[config.mk]
export PLATFORM = sky130hd
export DESIGN_NAME = halt_idle_power_save_ctl
export DESIGN_NICKNAME = d
export VERILOG_FILES = /design/src/rtl/psave_pkg.sv /design/src/rtl/halt_idle_power_save_ctl.sv /design/src/rtl/psave_run_gate.sv
export VERILOG_INCLUDE_DIRS = /design/src /design/src/rtl
export SDC_FILE = /design/constraint.sdc
export NUM_CORES = 1
export LEC_CHECK = 0
export BUFFER_PORTS_ARGS = -buffer_cell sky130_fd_sc_hd__buf_4
export CAP_MARGIN = 20
export CORE_AREA = 5 5 64 66
export DETAILED_ROUTE_END_ITERATION = 10
export DIE_AREA = 0 0 69 71
export GPL_TIMING_DRIVEN = 1
export PLACE_DENSITY_LB_ADDON = 0.05
export SLEW_MARGIN = 20
export SYNTH_ARGS = -nofsm -noshare
export SYNTH_HDL_FRONTEND = slang
export SYNTH_SLANG_ARGS = --single-unit
[constraint.sdc]
create_clock -name sys_clk_in -period 2.97 [get_ports sys_clk_in]
set_input_delay 0.594 -clock sys_clk_in [delete_from_list [all_inputs] [get_ports sys_clk_in]]
set_output_delay 0.594 -clock sys_clk_in [all_outputs]
set_load 0.01 [all_outputs]
[src/rtl/psave_defs.svh]
// psave_defs.svh: addresses, field positions, reset values and counts
// of the power-save controller; included by the package and the modules
`ifndef PSAVE_DEFS_SVH
`define PSAVE_DEFS_SVH

// ----------------------------------------
// register addresses (word index)
// ----------------------------------------
`define PSAVE_ADDR_W 4
`define PSAVE_MODE_SEL_ADDR 4'h0
`define PSAVE_CTRL_ADDR 4'h1
`define PSAVE_STATUS_ADDR 4'h2

// ----------------------------------------
// field positions
// ----------------------------------------
`define PSAVE_MODE_LO_BIT 0
`define PSAVE_MODE_HI_BIT 1
`define PSAVE_TRIGGER_BIT 0
`define PSAVE_ST_STATE_LSB 0
`define PSAVE_ST_BRANCH_BIT 2
`define PSAVE_ST_ACK_BIT 3

// ----------------------------------------
// values and counts
// ----------------------------------------
`define PSAVE_MODE_LIGHT_IDLE 2'h0
`define PSAVE_MODE_SEL_RST 2'h0
`define PSAVE_DATA_W 8
`define PSAVE_PRIO_W 3
`define PSAVE_TIMERS 5
`define PSAVE_ASYNC_PORTS 3
`define PSAVE_SYNC_PORTS 2

`endif

[src/rtl/psave_pkg.sv]
// psave_pkg: types shared by the power-save controller modules
// assumes psave_defs.svh is on the include path
`include "psave_defs.svh"

package psave_pkg;

  // ----------------------------------------
  // controller states
  // ----------------------------------------
  typedef enum logic [1:0] {
    st_normal,
    st_halt,
    st_light_idle
  } psave_state_type;

  // ----------------------------------------
  // count clock choices of the peripherals
  // ----------------------------------------
  typedef enum logic [1:0] {
    tsel_secondary,
    tsel_sub,
    tsel_other
  } timer_sel_type;

  typedef enum logic [2:0] {
    isel_fast_div8,
    isel_slow_div8,
    isel_watch_tick,
    isel_sub,
    isel_other
  } interval_sel_type;

  typedef enum logic [1:0] {
    asel_secondary,
    asel_ext,
    asel_other
  } async_sel_type;

  // ----------------------------------------
  // wake requests from the interrupt side
  // ----------------------------------------
  typedef struct packed {
    logic nmi;
    logic maskable;
    logic [`PSAVE_PRIO_W-1:0] req_prio;
    logic [`PSAVE_PRIO_W-1:0] serv_prio;
    logic in_service;
    logic int_enable;
  } wake_req_type;

  // ----------------------------------------
  // clock selections of the peripherals
  // ----------------------------------------
  typedef struct packed {
    logic sub_present;
    timer_sel_type [`PSAVE_TIMERS-1:0] timer_sel;
    interval_sel_type interval_sel;
    logic watch_on_third_divider;
    async_sel_type [`PSAVE_ASYNC_PORTS-1:0] async_sel;
    logic [`PSAVE_SYNC_PORTS-1:0] sync_ext_clk;
  } clk_cfg_type;

  // ----------------------------------------
  // clock and run enables to the clock tree
  // ----------------------------------------
  typedef struct packed {
    logic cpu_clk;
    logic main_osc;
    logic pll;
    logic flash;
    logic periph_clk;
    logic [`PSAVE_TIMERS-1:0] timers;
    logic interval_timer;
    logic watch_timer;
    logic watchdog_unit;
    logic [`PSAVE_ASYNC_PORTS-1:0] async_ports;
    logic [`PSAVE_SYNC_PORTS-1:0] sync_ports;
    logic adc;
    logic two_wire_port;
    logic fieldbus_controller;
    logic intc;
    logic key_int;
    logic clk_monitor;
    logic port_hold;
  } run_en_type;

  // ----------------------------------------
  // wake result towards the cpu
  // ----------------------------------------
  typedef struct packed {
    logic wake;
    logic ack;
    logic branch;
    logic cont;
  } wake_res_type;

endpackage

[src/rtl/halt_idle_power_save_ctl.sv]
// halt_idle_power_save_ctl: cpu-halt and light-idle mode control
// assumes cpu, interrupt controller and register master share sys_clk_in
//
// Design decisions made here: the placing of the registers and strobed register access.
`timescale 1ns/1ns
`include "psave_defs.svh"

module halt_idle_power_save_ctl
(
  // clock and reset
  input wire logic sys_clk_in,
  input wire logic rst_b_in,
  // register port
  input wire logic [`PSAVE_ADDR_W-1:0] reg_addr_in,
  input wire logic [`PSAVE_DATA_W-1:0] reg_wdata_in,
  input wire logic reg_wr_in,
  input wire logic reg_rd_in,
  output logic [`PSAVE_DATA_W-1:0] reg_rdata_out,
  // cpu and interrupt controller
  input wire logic halt_req_in,
  input wire psave_pkg::wake_req_type wake_req_in,
  output psave_pkg::wake_res_type wake_res_out,
  // peripheral clock selections
  input wire psave_pkg::clk_cfg_type clk_cfg_in,
  // clock tree and gates
  output psave_pkg::run_en_type run_en_out,
  output psave_pkg::psave_state_type state_out
);

  // ----------------------------------------
  // state record
  // ----------------------------------------
  typedef struct packed {
    psave_pkg::psave_state_type state;
    logic [1:0] mode_sel;
    logic last_branch;
    logic last_ack;
    logic [`PSAVE_DATA_W-1:0] rdata;
    psave_pkg::wake_res_type wake_res;
    psave_pkg::run_en_type run_en;
  } ctl_state_type;

  ctl_state_type state_r;
  ctl_state_type state_nxt;
  psave_pkg::run_en_type run_dec;
  psave_pkg::psave_state_type dec_state;

  // ----------------------------------------
  // enable decoder
  // ----------------------------------------
  // decode on the next state so the gates line up with the state flops
  assign dec_state = state_nxt.state;

  psave_run_gate u_run_gate
  (
    .state_in(dec_state),
    .cfg_in(clk_cfg_in),
    .run_out(run_dec)
  );

  // ----------------------------------------
  // wake decision
  // ----------------------------------------
  logic any_wake;
  logic higher_prio;
  logic do_ack;
  logic do_branch;

  // requests are combinational from the interrupt side, so they act
  // even while the interrupt controller clock is gated
  assign any_wake = wake_req_in.nmi || wake_req_in.maskable;
  // lower number means higher priority
  assign higher_prio = wake_req_in.req_prio < wake_req_in.serv_prio;
  // outside a routine every request is taken whatever its priority
  assign do_ack = wake_req_in.nmi || !wake_req_in.in_service || higher_prio;
  // maskable requests branch only when taken with interrupts on
  assign do_branch = wake_req_in.nmi || (do_ack && wake_req_in.int_enable);

  // ----------------------------------------
  // register writes
  // ----------------------------------------
  logic wr_mode;
  logic wr_ctrl;
  logic trigger;

  assign wr_mode = reg_wr_in && (reg_addr_in == `PSAVE_MODE_SEL_ADDR);
  assign wr_ctrl = reg_wr_in && (reg_addr_in == `PSAVE_CTRL_ADDR);
  // trigger is a one-shot: it is never stored
  assign trigger = wr_ctrl && reg_wdata_in[`PSAVE_TRIGGER_BIT];

  // ----------------------------------------
  // next-state logic
  // ----------------------------------------
  always_comb
  begin
    state_nxt = state_r;
    state_nxt.wake_res = '0;
    state_nxt.rdata = '0;

    // mode select bits
    if (wr_mode)
    begin
      state_nxt.mode_sel[0] = reg_wdata_in[`PSAVE_MODE_LO_BIT];
      state_nxt.mode_sel[1] = reg_wdata_in[`PSAVE_MODE_HI_BIT];
    end

    // mode sequencing
    unique case (state_r.state)
      psave_pkg::st_normal:
      begin
        if (trigger && (state_r.mode_sel == `PSAVE_MODE_LIGHT_IDLE))
        begin
          state_nxt.state = psave_pkg::st_light_idle;
        end
        else if (halt_req_in)
        begin
          // a request already pending ends the halt one cycle later
          state_nxt.state = psave_pkg::st_halt;
        end
      end
      psave_pkg::st_halt, psave_pkg::st_light_idle:
      begin
        if (any_wake)
        begin
          // straight back to normal: the main oscillator never stopped
          state_nxt.state = psave_pkg::st_normal;
          state_nxt.wake_res.wake = 1'b1;
          state_nxt.wake_res.ack = do_ack;
          state_nxt.wake_res.branch = do_branch;
          state_nxt.wake_res.cont = !do_branch;
          state_nxt.last_ack = do_ack;
          state_nxt.last_branch = do_branch;
        end
      end
    endcase

    // registered enables to the clock tree
    state_nxt.run_en = run_dec;

    // read data valid only in the cycle after the strobe
    if (reg_rd_in)
    begin
      unique case (reg_addr_in)
        `PSAVE_MODE_SEL_ADDR:
        begin
          state_nxt.rdata[`PSAVE_MODE_LO_BIT] = state_r.mode_sel[0];
          state_nxt.rdata[`PSAVE_MODE_HI_BIT] = state_r.mode_sel[1];
        end
        `PSAVE_STATUS_ADDR:
        begin
          state_nxt.rdata[`PSAVE_ST_STATE_LSB +: 2] = state_r.state;
          state_nxt.rdata[`PSAVE_ST_BRANCH_BIT] = state_r.last_branch;
          state_nxt.rdata[`PSAVE_ST_ACK_BIT] = state_r.last_ack;
        end
        default:
        begin
          // control register and unmapped addresses read zero
          state_nxt.rdata = '0;
        end
      endcase
    end
  end

  // ----------------------------------------
  // state register
  // ----------------------------------------
  // reset puts everything in normal run, the same from any mode
  always_ff @(posedge sys_clk_in)
  begin
    if (!rst_b_in)
    begin
      state_r.state <= psave_pkg::st_normal;
      state_r.mode_sel <= `PSAVE_MODE_SEL_RST;
      state_r.last_branch <= 1'b0;
      state_r.last_ack <= 1'b0;
      state_r.rdata <= '0;
      state_r.wake_res <= '0;
      state_r.run_en <= '1;
      state_r.run_en.port_hold <= 1'b0;
    end
    else
    begin
      state_r <= state_nxt;
    end
  end

  // ----------------------------------------
  // outputs straight from the flops
  // ----------------------------------------
  assign reg_rdata_out = state_r.rdata;
  assign wake_res_out = state_r.wake_res;
  assign run_en_out = state_r.run_en;
  assign state_out = state_r.state;

endmodule // halt_idle_power_save_ctl

[src/rtl/psave_run_gate.sv]
// psave_run_gate: decodes clock and run enables from the controller state
// assumes clock selections are stable config levels on the system clock
`timescale 1ns/1ns
`include "psave_defs.svh"

module psave_run_gate
(
  // state and configuration
  input wire psave_pkg::psave_state_type state_in,
  input wire psave_pkg::clk_cfg_type cfg_in,
  // decoded enables
  output psave_pkg::run_en_type run_out
);

  logic idle;
  logic halt;

  assign idle = (state_in == psave_pkg::st_light_idle);
  assign halt = (state_in == psave_pkg::st_halt);

  // ----------------------------------------
  // clocks and fixed-rule blocks
  // ----------------------------------------
  assign run_out.cpu_clk = !idle && !halt;
  assign run_out.main_osc = 1'b1;
  assign run_out.pll = 1'b1;
  assign run_out.flash = 1'b1;
  assign run_out.periph_clk = !idle;
  assign run_out.adc = !idle;
  assign run_out.two_wire_port = !idle;
  assign run_out.fieldbus_controller = !idle;
  assign run_out.intc = !idle;
  assign run_out.watchdog_unit = 1'b1;
  assign run_out.key_int = 1'b1;
  assign run_out.clk_monitor = 1'b1;
  assign run_out.port_hold = idle;

  // ----------------------------------------
  // general timers, async ports and sync ports, per unit
  // ----------------------------------------
  genvar i;
  generate
    for (i = 0; i < `PSAVE_TIMERS; i++)
    begin : g_timer
      // odd timers may also count from the sub clock
      assign run_out.timers[i] = !idle
        || (cfg_in.timer_sel[i] == psave_pkg::tsel_secondary)
        || (cfg_in.sub_present && (i % 2 == 1) && (cfg_in.timer_sel[i] == psave_pkg::tsel_sub));
    end
    for (i = 0; i < `PSAVE_ASYNC_PORTS; i++)
    begin : g_async
      // only port 0 has an external clock pin
      assign run_out.async_ports[i] = !idle
        || (cfg_in.async_sel[i] == psave_pkg::asel_secondary)
        || ((i == 0) && (cfg_in.async_sel[i] == psave_pkg::asel_ext));
    end
    for (i = 0; i < `PSAVE_SYNC_PORTS; i++)
    begin : g_sync
      assign run_out.sync_ports[i] = !idle || cfg_in.sync_ext_clk[i];
    end
  endgenerate

  // ----------------------------------------
  // interval and watch timers
  // ----------------------------------------
  assign run_out.interval_timer = !idle
    || (cfg_in.interval_sel == psave_pkg::isel_fast_div8)
    || (cfg_in.interval_sel == psave_pkg::isel_slow_div8)
    || (cfg_in.interval_sel == psave_pkg::isel_watch_tick)
    || (cfg_in.sub_present && cfg_in.interval_sel == psave_pkg::isel_sub);
  assign run_out.watch_timer = !idle || cfg_in.sub_present || cfg_in.watch_on_third_divider;

endmodule // psave_run_gate

==> impl_metrics.json, run 1 <==
{
  "status": "finished clean",
  "grt_max_degree": 13,
  "p_clk_frac": 0.384,
  "fp-row-count": 22,
  "pwr-share-seq": 0.479,
  "die_area_sq_um": 4900,
  "yosys.area_share.xor_xnor": 0.0130,
  "end_kind": "register",
  "core_area_sq_um": 3520,
  "slew_headroom": 0.630,
  "wl_per_cell_um": 11.7,
  "crit_chain": "buf_4 -> or4b_4 -> nor4_1 -> a2bb2oi_1 -> ha_1 -> and2_1 -> inv_1 -> or3_1",
  "wl_um": 2780,
  "start_util": 0.383,
  "drive_gt1_frac": 0.437,
  "power_mw": 0.856,
  "place_congestion": 0.759,
  "maxSlewViolCount": 0,
  "synthDistinctLibCells": 34,
  "synth.most_common_cell": "buf_4",
  "final.period_utilization": 0.775,
  "yosys-top-cells-area": "dfxtp_1 43%, buf_4 22%, o21ai_0 4.4%, ha_1 2.8%, nand2b_1 2.3%",
  "nets": 242,
  "area_delta_synth_final_pct": 30.3,
  "synth_flop_cell": "dfxtp_1",
  "fp.dieW_um": 69,
  "antenna_cells": 0,
  "worstSetupPathType": "primary input to register",
  "cts_tree": "built",
  "vias_per_cell": 4.37,
  "drc": 0,
  "synth_fa_ha_area_frac": 0.0278,
  "clockBufferDepth": 2,
  "cp-start-kind": "primary input",
  "dpl.hpwl_um": 2300,
  "finalWorstSetupSlack_ps": 667,
  "synth_edf_count": 0,
  "htree_levels": 2,
  "placed_cell_area_sq_um": 1670,
  "vias": 1041,
  "yosysSeqAreaShare": 0.430,
  "ys_seq_elements": 29,
  "grt.total_usage": 0.111,
  "postCtsHoldBufs": 0,
  "ys_top_cells_by_count": "39 x buf_4, 29 x dfxtp_1, 12 x o21ai_0",
  "power_density_nw_per_um2": 487,
  "cts_sinks": 29,
  "drt_pre_antenna_iters": 4,
  "rsz0062_at_grt": "false",
  "drtIter0Drc": 25,
  "ys_warn_count": 0,
  "min_path_type": "primary input to register",
  "cts_buffers": 5,
  "clock_tree.root_cell": "clkbuf_4",
  "tightest_slew_ps": 553,
  "clk_pin_slew_worst_paths_ps": 80,
  "crit_slowest_cell": "or4b_4",
  "design_area_sq_um": 1760,
  "vdd_drop_max_mv": 0.229,
  "period_minus_slack_ps": 2300,
  "max_freq_ghz": 0.434,
  "overflow": 0,
  "p_leak_nw": 0.817,
  "final_hold_viol_count": 0,
  "synthMuxAreaShare": 0.0148,
  "power_frac_comb": 0.137,
  "p_int_mw": 0.672,
  "synth_cells": 144,
  "yosys.area_share.simple": 0.158,
  "grt_pass1_wl_um": 4330,
  "grt_pass1_vias": 999,
  "p_sw_mw": 0.184,
  "synth_compound_area_frac": 0.115,
  "synth_top_family_by_area": "buffers and inverters",
  "die_y_um": 71,
  "cts_resized": 0,
  "dp_slack_ps": 305,
  "yosysTopAreaCellShare": 0.430,
  "cp.arrival_ps": 2500,
  "cp.required_ps": 3170,
  "ant_nets": 0,
  "netlist_area_sq_um": 1350,
  "setup_viol": 0,
  "r2r_slack_ps": 1180,
  "crit_path_max_incr_delay_ps": 560,
  "tns_ps": 0,
  "syn_area_per_cell_sq_um": 9.38,
  "synthArstFlopShare": 0,
  "io_buffer_count": 71,
  "antenna_found_initial": 0,
  "yosysTopAreaCell": "dfxtp_1",
  "postCtsSetupBuffers": 0,
  "ios": 89,
  "sw_frac_of_total": 0.215,
  "fin_skew_ps": 12.8,
  "cap_violations": 0,
  "clk_latency_ps": 320,
  "cp_max_fo": 5
}
==> sequential cells by signal, summed over array words and instances, names as in the netlist <==
register / cells
wake_res_out: 4
state_out: 2
run_en_out: 15
state_r: 4
reg_rdata_out: 4
==> stage by stage <==
stage | instances | utilization | hold WS [ps]
6_report | 238 | 0.499 | 431
5_1_grt | 238 | 0.499 | 411
3_5_place_dp | 230 | 0.475 | 495
4_1_cts | 238 | 0.499 | 417
2_1_floorplan | 152 | - | 468
3_3_place_gp | 230 | 0.475 | 495
==> critical path, delay by kind of cell <==
kind / cells / cell delay, ps
fa+ha+maj: 1 / 180
simple gates: 4 / 1260
compound gates: 1 / 280
buf+inv: 2 / 180
==> logic make-up (layout without fill, tap and decap cells) <==
kind of cell,after synthesis,after routing
and+or+nand+nor,37,37
AOI/OAI and AO/OA,24,24
xor gates and xnor gates,2,2
buffers and inverters,45,83
DFF,29,29
muxes,2,2
adders and majority gates,3,3
other,2,10
==> worst paths after layout <==
kind | start | endpoint | cells after the start
worst max-delay path | reg_addr_in[1] | run_en_out[13] | 8
worst min-delay path | clk_cfg_in[3] | run_en_out[9] | 2
worst max register to register | state_out[1] | run_en_out[13] | 7
worst min register to register | state_r[38] | reg_rdata_out[2] | 1
==> power groups by stage <==
stage / Sequential (mW) / Clock (mW) / Combinational [mW]
after floorplan: 0.414 / 0 / 0.0753
after CTS: 0.410 / 0.342 / 0.118
final: 0.410 / 0.329 / 0.117
after global placement: 0.419 / 0 / 0.116
after detailed placement: 0.419 / 0 / 0.118
after global routing: 0.412 / 0.367 / 0.128
==> cells in the final DEF, fill, tap and decap left out, drive strengths merged, types with 2 or more instances in the layout <==
cell type / instances
buf: 72
and3: 2
dfxtp: 29
conb: 10
nand2: 7
nor2b: 5
inv: 3
nor4: 2
o21a: 2
clkbuf: 7
nor2: 6
a21boi: 2
o21ai: 13
ha: 3
nor3b: 3
mux2i: 2
and2: 2
nand2b: 5
==> area by class of cell <==
type,count,area (sq um)
multi-input combinational,78,482
clock buffer,7,55.1
fill,347,1760
inverter,3,11.3
clock inverter,1,30.0
timing repair buffer,72,541
sequential,29,581
tap,48,60.1
==> routing by layer <==
layer / wire length [um] / global-route usage
met1: 1080 / 0.113
met2: 1360 / 0.182
met3: 268 / 0.0540
met4: 76 / 0.0716
met5: 0 / 0
Note: power is estimated with default switching activity, not from simulation.
==> run 2: changes to the inputs <==
ABC_AREA = 1   (was default)
clock period = 2.15 ns   (was 2.97 ns; I/O delays follow)
==> run 2 against run 1 <==
Effect of this change:
- die area stayed put
- critical path depth stayed put
- hold slack worse by 160 ps
- flip-flop and latch count stayed put
- global-route usage hardly changed
- clock-buffer cell count stayed put
- combinational power is 38% higher
- largest cell class unchanged
- highest routed layer unchanged
==> impl_metrics.json, run 2 <==
{
  "status": "finished clean",
  "wl_um": 2740,
  "tns_ps": 0,
  "max_freq_ghz": 0.588,
  "wl_per_cell_um": 10.5,
  "yosysSeqAreaShare": 0.424,
  "final_hold_viol_count": 0,
  "fillCellCount": 371,
  "finalWorstSetupSlack_ps": 449,
  "htree_levels": 2,
  "ios": 89,
  "setup_viol": 0,
  "overflow": 0,
  "regArea_sq_um": 581,
  "min_path_type": "primary input to register",
  "postCtsSetupBuffers": 0,
  "p_leak_nw": 0.885,
  "ys_warn_count": 0,
  "grt.total_usage": 0.112,
  "yosysTopAreaCellShare": 0.424,
  "antenna_found_initial": 0,
  "fp.dieW_um": 69,
  "place_congestion": 0.779,
  "core_area_sq_um": 3520,
  "drc": 0,
  "cp.required_ps": 2340,
  "final_cell_mix": "71 x buf_4, 29 x dfxtp_1, 26 x nand2_1",
  "cts_tree": "built",
  "grt_pass1_wl_um": 4320,
  "drtIter0Drc": 18,
  "grt_pass1_vias": 987,
  "syn_area_per_cell_sq_um": 8.30,
  "vias": 1075,
  "vias_per_cell": 4.13,
  "io_buffer_count": 71,
  "period_minus_slack_ps": 1700,
  "synth_cells": 165,
  "cap_violations": 0,
  "drt_pre_antenna_iters": 3,
  "cp.arrival_ps": 1890,
  "nets": 264,
  "fp-row-count": 22,
  "cts_sinks": 29,
  "multi_input_area_sq_um": 448,
  "die_y_um": 71,
  "clockBufferDepth": 2,
  "area_delta_synth_final_pct": 29.8,
  "yosys-top-cells-area": "dfxtp_1 42%, buf_4 22%, nand2_1 7.1%, inv_1 4.9%, nor2_1 3.0%",
  "yosysTopAreaCell": "dfxtp_1",
  "synth_edf_count": 0,
  "end_kind": "register",
  "antenna_cells": 0,
  "power_density_nw_per_um2": 668,
  "postCtsHoldBufs": 0,
  "die_area_sq_um": 4900,
  "utilization": 0.505,
  "synth.most_common_cell": "buf_4",
  "dp_slack_ps": 253,
  "ys_seq_elements": 29,
  "clk_latency_ps": 320,
  "cp-start-kind": "register",
  "netlist_area_sq_um": 1370,
  "clock_tree.root_cell": "clkbuf_4",
  "largest_reg_flops": 15,
  "maxSlewViolCount": 0,
  "start_util": 0.389,
  "dpl.hpwl_um": 2250,
  "final_common_cell": "buf_4",
  "drive_gt1_frac": 0.420,
  "final.period_utilization": 0.791,
  "whs_ps": 268,
  "clk_pin_slew_worst_paths_ps": 90,
  "synthArstFlopShare": 0,
  "synth_flop_cell": "dfxtp_1",
  "grt_max_degree": 12,
  "ant_nets": 0,
  "worstSetupPathType": "register to register",
  "fin_skew_ps": 7.95,
  "ys_top_cells_by_count": "40 x buf_4, 29 x dfxtp_1, 26 x nand2_1",
  "vdd_drop_max_mv": 0.324,
  "synthDistinctLibCells": 22,
  "rsz0062_at_grt": "false",
  "cp_max_fo": 11,
  "cts_resized": 0,
  "cts_buffers": 5
}
-- run 2: cell count changes in the layout (fill, tap and decap cells not counted), moves of 4 or more --
cell and change:
nand2_1 +19, inv_1 +15, nand3_1 +8, o21ai_0 -6
nand2b_1 -5, nor2_1 +5, nor2b_1 -5, or2_2 +4
-- run 2: layout make-up --
class / instances / area share
inverters: 19 / 0.0401
clock buffers: 7 / 0.0310
clock inverters: 1 / 0.0169
flip-flops and latches: 29 / 0.327
repair buffers: 71 / 0.300
multi-input cells: 85 / 0.252
well taps: 48 / 0.0338
-- run 2: metrics by stage --
step,instances,instance area [sq um],power (mW)
final,260,1780,1.19
after global routing,260,1780,1.27
after CTS,260,1780,1.21
after detailed placement,252,1690,0.738
after global placement,252,1690,0.735
after floorplan,173,1400,0.676
-- run 2: final timing paths --
path                  from               end  slack [ps]  depth (start not counted)
max reg2reg   state_out[1]    run_en_out[19]         450                          8
max           state_out[1]    run_en_out[19]         450                          8
min          clk_cfg_in[3]     run_en_out[9]         270                          2
min reg2reg    state_r[38]  reg_rdata_out[2]         450                          2
-- run 2: critical path, stage by stage (launching register included) --
cell and delay [ps]:
dfxtp_1 400, inv_1 110, nand2_4 90, o21ai_0 80, a21boi_1 210, ha_1 190, nand2_2 90, inv_1 250
o21ai_0 150
-- run 2: routing by layer --
layer / wire (um) / vias up / GRT usage
met5: 0 / - / 0
met4: 46 / 0 / 0.0521
met3: 284 / 6 / 0.0568
met2: 1240 / 53 / 0.176
met1: 1160 / 462 / 0.125
li1: - / 554 / -
-- run 2: logic make-up after synthesis --
| logic type | Yosys count | synth area share |
|---|---|---|
| fa+ha+maj | 3 | 0.0274 |
| buf+inv | 59 | 0.271 |
| flops | 29 | 0.424 |
| compound gates | 17 | 0.0767 |
| other cells | 2 | 0.00548 |
| simple gates | 55 | 0.195 |
-- run 2: where the power goes --
group | switching (mW) | internal, mW
combinational | 0.0719 | 0.0891
clock | 0.186 | 0.278
sequential | 0.00867 | 0.554
